--- src/hdl/rmp_pkg.sv ---
// Constants shared by the region memory protection unit.
// Assumes one core clock; all request ports come from logic on that clock.
package rmp_pkg;
    localparam int          NUM_REGIONS  = 8;            // Region slots
    localparam logic [3:0]  REGION_COUNT = 4'h8;          // Reported count
    // Attribute word layout
    localparam int          ATTR_EN_POS   = 0;            // region_on bit
    localparam int          ATTR_SIZE_LSB = 1;            // Size code, 5 bits
    localparam int          ATTR_SUB_LSB  = 8;            // Sub-region offs
    localparam int          ATTR_AP_LSB   = 24;           // Permission code
    localparam int          ATTR_XN_POS   = 28;           // execute_forbidden
    localparam int          BASE_LSB      = 5;            // Base kept above
    // Size code n means 2**(n+1) bytes
    localparam logic [4:0]  SIZE_CODE_MIN = 5'h04;        // 32 bytes
    localparam logic [4:0]  SIZE_CODE_MAX = 5'h1F;        // 4 gigabytes
    localparam logic [5:0]  SUB_MIN_BITS  = 6'h08;        // 256 bytes
    // Read/write permission codes, privileged/user
    localparam logic [2:0]  AP_NONE_NONE  = 3'h0;         // no_access_any_mode
    localparam logic [2:0]  AP_RW_NONE    = 3'h1;
    // priv_readwrite_user_readonly
    localparam logic [2:0]  AP_RW_RO      = 3'h2;
    localparam logic [2:0]  AP_RW_RW      = 3'h3;
    localparam logic [2:0]  AP_RO_NONE    = 3'h5;
    // priv_readonly_user_readonly
    localparam logic [2:0]  AP_RO_RO      = 3'h6;
    // Reset values
    localparam logic [26:0] BASE_RESET    = 27'h000_0000;
    localparam logic [4:0]  SIZE_RESET    = 5'h00;
    localparam logic [7:0]  SUB_RESET     = 8'h00;
    localparam logic [2:0]  AP_RESET      = 3'h0;
    // Kind of core access
    typedef enum logic [1:0] {ACC_FETCH, ACC_READ, ACC_WRITE} rmp_kind_t;
endpackage : rmp_pkg

--- src/hdl/rmp_unit.sv ---
// Region memory protection unit: region table and access checker.
// Assumes the core presents one access per cycle and reads the verdict
// one enabled cycle later; config ports are driven from the same clock.
module rmp_unit
(
    input  wire logic               clk,            // Core clock
    input  wire logic               reset,          // Async, active high
    input  wire logic               ce,             // Freezes all state low
    // Global options
    input  wire logic               unit_enable,    // Whole unit on
    input  wire logic               privileged_background_map,
    input  wire logic               check_in_fault_handlers,
    // Full region write
    input  wire logic               cfg_wr,         // One-cycle strobe
    input  wire logic [2:0]         cfg_region,
    input  wire logic [31:0]        cfg_base,
    input  wire logic [31:0]        cfg_attr,
    // Enable-only write
    input  wire logic               en_wr,          // One-cycle strobe
    input  wire logic [2:0]         en_region,
    input  wire logic               en_val,         // region_on / region_off
    // Readback
    input  wire logic [2:0]         rd_region,
    output logic      [31:0]        rd_base,
    output logic      [31:0]        rd_attr,
    output logic      [3:0]         region_count,
    // Access check
    input  wire logic               acc_valid,
    input  wire logic [31:0]        acc_addr,
    input  wire rmp_pkg::rmp_kind_t acc_kind,
    input  wire logic               acc_priv,       // Privileged mode
    input  wire logic               acc_in_fault,   // Hard fault or NMI
    output logic                    acc_done,       // Verdict strobe
    output logic                    acc_fault       // Memory management fault
);
    localparam int N = rmp_pkg::NUM_REGIONS;

    // Region table, one entry per slot
    logic [26:0] base_q [N];      // Base address from bit 5 up
    logic [4:0]  size_q [N];      // Size code as written
    logic [7:0]  sub_q  [N];      // subregion_off_bit per sub-region
    logic [2:0]  ap_q   [N];      // Permission code
    logic        xn_q   [N];      // Fetch forbidden
    logic        en_q   [N];      // region_on

    logic [N-1:0] hit;            // Regions matching this access
    logic [2:0]   win;            // Highest matching region
    logic         next_fault;     // Verdict before registering

    // Byte-size exponent; codes below the minimum act as 32 bytes
    function automatic logic [5:0] eff_bits(input logic [4:0] code);
        if (code < rmp_pkg::SIZE_CODE_MIN)
            return 6'h05;
        return {1'b0, code} + 6'h01;
    endfunction : eff_bits

    // Read/write permission for one access
    function automatic logic perm_ok(input logic [2:0] ap,
                                     input logic       priv,
                                     input logic       wr);
        case (ap)
            rmp_pkg::AP_RW_NONE: return priv;
            rmp_pkg::AP_RW_RO:   return priv || !wr;
            rmp_pkg::AP_RW_RW:   return 1'b1;
            rmp_pkg::AP_RO_NONE: return priv && !wr;
            rmp_pkg::AP_RO_RO:   return !wr;
            // No access and reserved codes both refuse
            default:             return 1'b0;
        endcase
    endfunction : perm_ok

    // Table writes; full write wins over enable-only write to same slot
    always_ff @(posedge clk or posedge reset)
    begin
        if (reset)
        begin
            for (int i = 0; i < N; i++)
            begin
                base_q[i] <= rmp_pkg::BASE_RESET;
                size_q[i] <= rmp_pkg::SIZE_RESET;
                sub_q[i]  <= rmp_pkg::SUB_RESET;
                ap_q[i]   <= rmp_pkg::AP_RESET;
                xn_q[i]   <= 1'b0;
                en_q[i]   <= 1'b0;
            end
        end
        else if (ce)
        begin
            if (cfg_wr)
            begin
                // Whole configuration, enable included, in one write
                base_q[cfg_region] <= cfg_base[31:rmp_pkg::BASE_LSB];
                size_q[cfg_region] <= cfg_attr[rmp_pkg::ATTR_SIZE_LSB +: 5];
                sub_q[cfg_region]  <= cfg_attr[rmp_pkg::ATTR_SUB_LSB +: 8];
                ap_q[cfg_region]   <= cfg_attr[rmp_pkg::ATTR_AP_LSB +: 3];
                xn_q[cfg_region]   <= cfg_attr[rmp_pkg::ATTR_XN_POS];
                en_q[cfg_region]   <= cfg_attr[rmp_pkg::ATTR_EN_POS];
            end
            // Enable-only write touches nothing else, so a region can
            // be switched off and on without reprogramming
            if (en_wr && !(cfg_wr && cfg_region == en_region))
                en_q[en_region] <= en_val;
        end
    end

    // Readback in the same layout as the write, unused bits zero
    always_ff @(posedge clk or posedge reset)
    begin
        if (reset)
        begin
            rd_base <= 32'h0000_0000;
            rd_attr <= 32'h0000_0000;
        end
        else if (ce)
        begin
            rd_base <= {base_q[rd_region], 5'h00};
            rd_attr <= {3'h0, xn_q[rd_region], 1'b0, ap_q[rd_region],
                        8'h00, sub_q[rd_region], 2'h0,
                        size_q[rd_region], en_q[rd_region]};
        end
    end

    // Count is fixed; programmed regions stay counted
    assign region_count = rmp_pkg::REGION_COUNT;

    // Region match, with sub-region holes for large regions
    always_comb
    begin
        logic [5:0]  nb;
        logic [32:0] diff;
        logic [2:0]  sub;
        nb   = 6'h05;
        diff = 33'h0_0000_0000;
        sub  = 3'h0;
        hit  = '0;
        for (int i = 0; i < N; i++)
        begin
            nb   = eff_bits(size_q[i]);
            diff = {1'b0, acc_addr ^ {base_q[i], 5'h00}};
            // Top three address bits inside the region pick the sub-region
            sub  = 3'(acc_addr >> (nb - 6'h03));
            hit[i] = en_q[i] && ((diff >> nb) == 33'h0_0000_0000)
                   && !(nb >= rmp_pkg::SUB_MIN_BITS
                        && sub_q[i][sub]);
        end
    end

    // Later slots override earlier ones
    always_comb
    begin
        win = 3'h0;
        for (int i = 0; i < N; i++)
            if (hit[i])
                win = 3'(i);
    end

    // Verdict for the current access
    always_comb
    begin
        next_fault = 1'b0;
        if (!unit_enable)
            next_fault = 1'b0;
        else if (acc_in_fault && !check_in_fault_handlers)
            next_fault = 1'b0;
        else if (|hit)
            next_fault = !perm_ok(ap_q[win], acc_priv,
                                  acc_kind == rmp_pkg::ACC_WRITE)
                       || (acc_kind == rmp_pkg::ACC_FETCH
                           && xn_q[win]);
        else
            // No match: only privileged code may fall back
            next_fault = !(acc_priv && privileged_background_map);
    end

    // Registered verdict, one enabled cycle after the request
    always_ff @(posedge clk or posedge reset)
    begin
        if (reset)
        begin
            acc_done  <= 1'b0;
            acc_fault <= 1'b0;
        end
        else if (ce)
        begin
            acc_done  <= acc_valid;
            acc_fault <= acc_valid && next_fault;
        end
    end

    chk_count_fixed: assert property (@(posedge clk) disable iff (reset)
        region_count == 4'h8)
        else $error("region count is not eight");

    chk_unit_off: assert property (@(posedge clk) disable iff (reset)
        ce && acc_valid && !unit_enable |=> acc_done && !acc_fault)
        else $error("fault raised while unit disabled");

    chk_handler_bypass: assert property (@(posedge clk) disable iff (reset)
        ce && acc_valid && acc_in_fault && !check_in_fault_handlers
        |=> !acc_fault)
        else $error("fault raised in unchecked handler");

    chk_no_match: assert property (@(posedge clk) disable iff (reset)
        ce && acc_valid && unit_enable && !acc_in_fault && hit == '0
        |=> acc_fault == !($past(acc_priv)
                           && $past(privileged_background_map)))
        else $error("unmatched access verdict wrong");

    chk_fetch_forbid: assert property (@(posedge clk) disable iff (reset)
        ce && acc_valid && unit_enable && !acc_in_fault && |hit
        && xn_q[win] && acc_kind == rmp_pkg::ACC_FETCH |=> acc_fault)
        else $error("fetch from forbidden region not faulted");

    chk_readback_attr: assert property (@(posedge clk) disable iff (reset)
        ce && cfg_wr && !en_wr && rd_region == cfg_region
        ##1 ce && $stable(rd_region)
        |=> rd_attr == ($past(cfg_attr, 2) & 32'h1700_FF3F))
        else $error("readback differs from written attributes");

    chk_disable_keeps: assert property (@(posedge clk) disable iff (reset)
        ce && en_wr && !cfg_wr
        |=> base_q[$past(en_region)] == $past(base_q[en_region])
            && ap_q[$past(en_region)] == $past(ap_q[en_region]))
        else $error("enable write changed region settings");

    chk_highest_wins: assert property (@(posedge clk) disable iff (reset)
        |hit |-> hit[win] && ((hit >> win) == 8'h01))
        else $error("winning region is not the highest match");
endmodule : rmp_unit

--- config.mk ---
export PLATFORM = sky130hd
export DESIGN_NAME = rmp_unit
export DESIGN_NICKNAME = d
export VERILOG_FILES = /design/src/hdl/rmp_pkg.sv /design/src/hdl/rmp_unit.sv
export SDC_FILE = /design/constraint.sdc
export NUM_CORES = 2
export LEC_CHECK = 0
export BUFFER_PORTS_ARGS = -buffer_cell sky130_fd_sc_hd__buf_2
export CORE_MARGIN = 4
export CORE_UTILIZATION = 45
export DETAILED_ROUTE_END_ITERATION = 7
export MAX_ROUTING_LAYER = met4
export PLACE_DENSITY = 0.68
export SLEW_MARGIN = 40
export SYNTH_ARGS = -nofsm -noshare
export SYNTH_HDL_FRONTEND = slang
export SYNTH_SLANG_ARGS = --single-unit
--- constraint.sdc ---
create_clock -name clk -period 17.05 [get_ports clk]
set_input_delay 1.705 -clock clk [delete_from_list [all_inputs] [get_ports clk]]
set_output_delay 1.705 -clock clk [all_outputs]
set_load 0.1 [all_outputs]
; ---- Word level (Yosys, flattened, before mapping)
; Cells that the tools add are included.
[word_totals]
register_bits = 407
inputBits = 119
elab_cells = 292
[op_classes]
n_reduce_logical = 59
addsub = 16
n_eq_ne = 7
n_lt_le_gt_ge = 30
shifts = 16
n_bitwise = 12
n_mux = 100
[op_table]
columns = op, n
row1 = $logic_not 33->1, 8
row2 = $shr 32x6->33, 8
row3 = $shr 32x6->3, 8
row4 = $xor 32x32->32, 8
row5 = $bwmux 216, 1
row6 = $mux 6, 16
row7 = $bmux 27 s3, 1
row8 = $demux 27 s3, 1
row9 = $mux 27, 3
row10 = $bwmux 64, 1
row11 = $add 5x1->6 const B, 8
row12 = $ge 6x4->1 const B, 8
row13 = $mux 8, 6
row14 = $sub 6x2->6 const B, 8
row15 = $bwmux 40, 1
row16 = $lt 5x3->1 const B, 8
row17 = $bmux 1 s3, 11
row18 = $logic_and 1x1->1, 33
row19 = $mux 3, 11
row20 = $lt 3x4->1 const B, 8
row21 = $mux 1, 31
row22 = $bmux 8 s3, 1
row23 = $bwmux 24, 1
row24 = $bwmux 8, 3
row25 = 21 further kinds, 47

; ---- Logic depth before layout (Yosys ltp)
[logic_depth]
word_depth = 32
mapped_depth = 29

; ---- Worst setup path before layout
; Ideal clock, no wire load.
[synth_timing]
path_kind = register to register
startpoint = register size_q[3] (netlist name)
endpoint = register acc_fault
synth_period_minus_slack_ps = 5823
path_stages_with_launch = 26
setup_slack_ps = 11227
required_ps = 16954
n_path_buf = 6
t_arrival_ps = 5727
cell_sequence = dfrtp_1 -> buf_2 -> or2_2 -> o21ai_1 -> clkinv_1 -> clkbuf_1 -> ha_1 -> xnor2_4 -> buf_4 -> buf_6 -> mux2i_1 -> mux2i_1 -> mux4_2 -> and2_1 -> nor4_1 -> nand3_1 -> o2111a_1 -> a221oi_2 -> buf_6 -> buf_8 -> mux2i_1 -> mux2i_1 -> o211ai_2 -> o32ai_1 -> and3_1 -> o32ai_2
[synth_between]
elab_chain_len = 26
[synth_rtl]
columns = element, line_no
row1 = "start, declared", rmp_unit.sv:40  ; logic [4:0] size_q [N];
row2 = "start signal, assigned by index", rmp_unit.sv:80  ; size_q[i] <= rmp_pkg::SIZE_RESET;
row3 = "start signal, assigned by index", rmp_unit.sv:93  ; size_q[cfg_region] <= cfg_attr[rmp_pkg::ATTR_SIZE_LSB +: 5];
row4 = $lt 5x3->1, rmp_unit.sv:52  ; if (code < rmp_pkg::SIZE_CODE_MIN)
row5 = $mux 1, rmp_unit.sv:52
row6 = $mux 6 *, rmp_unit.sv:54  ; return {1'b0, code} + 6'h01;
row7 = $sub 6x2->6, rmp_unit.sv:141  ; sub = 3'(acc_addr >> (nb - 6'h03));
row8 = $shr 32x6->3, rmp_unit.sv:141
row9 = $bmux 1 s3, rmp_unit.sv:144  ; && sub_q[i][sub]);
row10 = $mux 1 (not written as such), rmp_unit.sv:144
row11 = $logic_and 1x1->1, rmp_unit.sv:144
row12 = [... 10 more ...], --
row13 = $mux 1, rmp_unit.sv:163  ; else if (acc_in_fault && !check_in_fault_handlers)
row14 = $mux 1, rmp_unit.sv:161  ; if (!unit_enable)
row15 = $logic_not 1->1, rmp_unit.sv:166  ; next_fault = !perm_ok(ap_q[win], acc_priv,
row16 = $logic_or 1x1->1, rmp_unit.sv:168  ; || (acc_kind == rmp_pkg::ACC_FETCH
row17 = $mux 1 *, rmp_unit.sv:165  ; else if (|hit)
row18 = $mux 1 *, rmp_unit.sv:163
row19 = $mux 1 *, rmp_unit.sv:161
row20 = $logic_and 1x1->1 *, rmp_unit.sv:186  ; acc_fault <= acc_valid && next_fault;
row21 = "end signal, assigned", rmp_unit.sv:186
row22 = "end, declared", rmp_unit.sv:34  ; output logic acc_fault
; Every way passes the cells marked *; elsewhere a longest branch is shown, timed or not. The select of a mux whose other input is x is not followed.
; A chain may end at the register's enable or synchronous reset.

; ---- Worst setup path in the final report
[layout_timing]
startpoint = register size_q[20] (netlist name)
endpoint = register acc_fault
[layout_between]
elab_chain_len = 30
[layout_rtl]
columns = element, line_no
row1 = $lt 5x3->1, rmp_unit.sv:52
row2 = $mux 1, rmp_unit.sv:52
row3 = $mux 6 *, rmp_unit.sv:54
row4 = $sub 6x2->6, rmp_unit.sv:141
row5 = $shr 32x6->3, rmp_unit.sv:141
row6 = $bmux 1 s3, rmp_unit.sv:144
row7 = $mux 1 (not written as such), rmp_unit.sv:144
row8 = $logic_and 1x1->1, rmp_unit.sv:144
row9 = [... 14 more ...], --
row10 = $mux 1, rmp_unit.sv:163
row11 = $mux 1, rmp_unit.sv:161
row12 = $logic_not 1->1, rmp_unit.sv:166
row13 = $logic_or 1x1->1, rmp_unit.sv:168
row14 = $mux 1 *, rmp_unit.sv:165
row15 = $mux 1 *, rmp_unit.sv:163
row16 = $mux 1 *, rmp_unit.sv:161
row17 = $logic_and 1x1->1 *, rmp_unit.sv:186
; Marks and branches as above.

==> summary.txt <==
status: completed
number of enable-type register cells in the synthesized netlist: 0
Ys Warns: 0
Placeable Area: 83400 sq um
number of port buffers: 146
post-layout net count: 4109
post-detailed-route count of antenna-violating nets: 0
RSZ-0062 raised after global routing: false
kind of end point of the critical path: register
power per cell area: 165 nW/um^2
hold_buf cts: 0
number of fill cells: 7779
mapped cell area: 37800 sq um
initial core utilization: 45.3%
WL final: 154000 microns
number of buffers added for setup after CTS: 0
cell count after synthesis: 4060
total leakage power: 0.0162 uW
number of synthesized register bits: 407
classification of the worst-slack hold path: register to register
Max Buffers Root-to-Sink: 3
clock latency on the worst-skew pair: 0.62 ns
clock slew seen by the registers of the worst setup and hold paths: 0.06 ns
pre-CTS setup slack: 9.35 ns
Iter 0 DRT Violations: 4775
Final period util: 46.1%
wire length of the first global-routing pass: 225000 microns
final routed DRC violation total: 0
ranking of synthesized cells by instance count: 407 x sky130_fd_sc_hd__dfrtp_1, 382 x sky130_fd_sc_hd__mux2_2, 323 x sky130_fd_sc_hd__nand2_1
level count of the clock H-tree: 2
highest metal used: met4
CP Max Fanout: 27
overall die area: 88700 sq um
number of failing setup endpoints in the final timing report: 0
CTS tree: built
maximum vdd drop: 0.119 mV
maximum clock frequency: 127 MHz
hold slack final: 0.502 ns
critical path arrival: 8.31 ns
post-synthesis async set-or-reset flop share: 100%
clock period minus worst slack: 7.87 ns
vias after detailed routing: 35400
Sink Count: 407
leading cell type by number of instances after synthesis: sky130_fd_sc_hd__dfrtp_1
actual transition at the worst max-transition pin: 0.988 ns
Worst Setup Slack, final: 9.18 ns
cell accounting for the most synthesized area: sky130_fd_sc_hd__dfrtp_1
Area Overhead vs Synth: 7.76%
mean instance size in the synthesized netlist: 9.31 sq um
fraction of layout instances using a drive strength above 1: 24.5%
Inserted Clock Buffers: 46
buffer cell driving the clock tree root: sky130_fd_sc_hd__clkbuf_16
maximum number of pins on one net before global-route repair: 151
num ports: 189
vertical extent of the die: 298 microns
top_reg_cell synth: sky130_fd_sc_hd__dfrtp_1
Slew HR: 33.7%
number of iterations in the first detailed-routing pass: 6
number of instances resized during post-cts repair: 0
CP Class: register to register
Area contributors post-synth: sky130_fd_sc_hd__dfrtp_1 27%, sky130_fd_sc_hd__mux2_2 11%, sky130_fd_sc_hd__mux4_2 10%, sky130_fd_sc_hd__mux2i_1 7.9%, sky130_fd_sc_hd__xnor2_1 3.4%
final hold viol count: 0
sum of net half-perimeters after detailed placement: 107000 microns
Final TNS setup: 0 ns
max-cap check violation count: 0
length of routed wiring on met1: 59000 microns
critical path startpoint category: register
share of Yosys cell area claimed by the top area cell type: 26.9%
Netlist cell types: 111
die span in x: 298 microns
overall fraction of global-route tracks in use: 34.5%
critical path data required time: 17.50 ns
number of vias per cell: 6.95
number of max-slew violations in the final report: 0
initial antenna violation count: 9
global placement routability congestion: 1.00
final core area utilization: 48.8%
met3 wire len: 19500 microns
number of standard-cell rows in the floorplan: 106
wire length per cell after detailed routing: 30.3 microns
met2 wire len: 65600 microns
portion of the post-synthesis area used by sequential elements: 26.9%
number of global-route vias before repair: 33500
Clock Skew: 0.0336 ns
overall overflow remaining after global route: 0
-- logic make-up after synthesis --
group / after synthesis / synth area share (%)
AOI/OAI and AO/OA: 957 / 17.4
xor gates and xnor gates: 283 / 6.81
adders and majority gates: 16 / 0.530
buffers and inverters: 454 / 5.37
DFF: 407 / 26.9
muxes: 852 / 29.4
other: 2 / 0.0199
and+or+nand+nor: 1089 / 13.5
-- power breakdown --
group / total [uW] / internal (uW) / switching, uW / leakage, uW
logic: 4140 / 1610 / 2540 / 0.0105
registers: 1570 / 1190 / 380 / 0.00496
clock network: 994 / 559 / 435 / 0.000703
total: 6710 / 3360 / 3350 / 0.0162
-- metal layers --
metal  track usage (%)  vias to the layer above
li1                  -                    15000
met1              44.6                    17500
met2              49.7                     2314
met3              9.19                      560
met4              18.3                        0
met5                 -                        -
-- placed cells by master, fill, tap and decap left out, types with 17 or more instances in the layout --
cell / synthesis / routed
sky130_fd_sc_hd__a211oi_1: 75 / 75
sky130_fd_sc_hd__a21oi_1: 211 / 210
sky130_fd_sc_hd__a22oi_1: 31 / 31
sky130_fd_sc_hd__a311oi_1: 21 / 21
sky130_fd_sc_hd__a31oi_1: 48 / 47
sky130_fd_sc_hd__a32oi_1: 17 / 17
sky130_fd_sc_hd__and2_1: 23 / 23
sky130_fd_sc_hd__and3_1: 20 / 20
sky130_fd_sc_hd__buf_2: 76 / 143
sky130_fd_sc_hd__buf_4: 32 / 86
sky130_fd_sc_hd__clkbuf_16: 0 / 46
sky130_fd_sc_hd__conb_1: 2 / 23
sky130_fd_sc_hd__dfrtp_1: 407 / 407
sky130_fd_sc_hd__inv_1: 43 / 42
sky130_fd_sc_hd__mux2_2: 382 / 382
sky130_fd_sc_hd__mux2i_1: 299 / 299
sky130_fd_sc_hd__mux4_2: 168 / 168
sky130_fd_sc_hd__nand2_1: 323 / 323
sky130_fd_sc_hd__nand2b_1: 39 / 39
sky130_fd_sc_hd__nand3_1: 113 / 113
sky130_fd_sc_hd__nand4_1: 23 / 23
sky130_fd_sc_hd__nor2_1: 294 / 288
sky130_fd_sc_hd__nor3_1: 115 / 115
sky130_fd_sc_hd__nor3b_1: 18 / 18
sky130_fd_sc_hd__nor4_1: 18 / 18
sky130_fd_sc_hd__o2111ai_1: 22 / 22
sky130_fd_sc_hd__o211ai_1: 57 / 57
sky130_fd_sc_hd__o21ai_0: 179 / 178
sky130_fd_sc_hd__o221ai_1: 23 / 23
sky130_fd_sc_hd__o22ai_1: 37 / 37
sky130_fd_sc_hd__o31ai_1: 25 / 20
sky130_fd_sc_hd__or3_1: 26 / 24
sky130_fd_sc_hd__xnor2_1: 148 / 139
sky130_fd_sc_hd__xor2_1: 127 / 123
-- area by class of cell --
type	count	area [sq um]	area share [%]
multi-input combinational	3220	25900	63.7
inverter	54	218	0.535
clock inverter	16	188	0.461
timing repair buffer	245	1580	3.88
antenna	7	17.5	0.0430
sequential	407	10200	25.0
tap	1080	1350	3.32
clock buffer	62	1250	3.07
-- stage by stage --
stage               power [uW]  std cells  area (sq um)
finish                    6710       5091         40700
global route              7050       5090         40700
CTS                       6590       5083         40600
detailed placement        5590       5005         39200
global placement          5520       5002         39000
floorplan                 4530       4081         37900
-- critical path, cell delays in order (launching register included) --
cell and delay [ns]:
sky130_fd_sc_hd__dfrtp_1 0.65, sky130_fd_sc_hd__ha_1 0.96, sky130_fd_sc_hd__o31ai_2 0.15, sky130_fd_sc_hd__buf_4 0.22
sky130_fd_sc_hd__inv_1 0.40, sky130_fd_sc_hd__ha_1 0.58, sky130_fd_sc_hd__clkinv_1 0.39, sky130_fd_sc_hd__xnor2_2 0.63
sky130_fd_sc_hd__mux2_2 0.41, sky130_fd_sc_hd__a221oi_1 0.31, sky130_fd_sc_hd__a221oi_2 0.17, sky130_fd_sc_hd__nor2_1 0.27
sky130_fd_sc_hd__mux2_1 0.37, sky130_fd_sc_hd__o2111a_1 0.28, sky130_fd_sc_hd__o31ai_4 0.30, sky130_fd_sc_hd__a221oi_2 0.09
sky130_fd_sc_hd__buf_4 0.27, sky130_fd_sc_hd__mux2i_1 0.16, sky130_fd_sc_hd__a211oi_1 0.28, sky130_fd_sc_hd__a211oi_1 0.08
sky130_fd_sc_hd__o32ai_1 0.38, sky130_fd_sc_hd__and3_1 0.24, sky130_fd_sc_hd__o32ai_2 0.09
-- path summary, 6_finish.rpt --
check | slack [ns] | endpoint | cells past startpoint | startpoint
setup / recovery | 9.18 | acc_fault$_DFFE_PP0P_ | 22 | size_q[20]$_DFFE_PP0P_
hold / removal | 0.50 | acc_done$_DFFE_PP0P_ | 1 | acc_done$_DFFE_PP0P_
setup reg to reg | 9.18 | acc_fault$_DFFE_PP0P_ | 22 | size_q[20]$_DFFE_PP0P_
hold reg to reg | 0.50 | acc_done$_DFFE_PP0P_ | 1 | acc_done$_DFFE_PP0P_
max in group asynchronous | 14.05 | base_q[55]$_DFFE_PP0P_ | 5 | reset
min in group asynchronous | 1.17 | ap_q[7]$_DFFE_PP0P_ | 2 | reset
-- registers in the layout, summed over array words and instances, names as in the netlist --
signal,flops
en_q,8
base_q,216
ap_q,24
acc_done,1
sub_q,64
rd_attr,18
size_q,40
acc_fault,1
rd_base,27
xn_q,8
(Power assumes the default switching activity.)
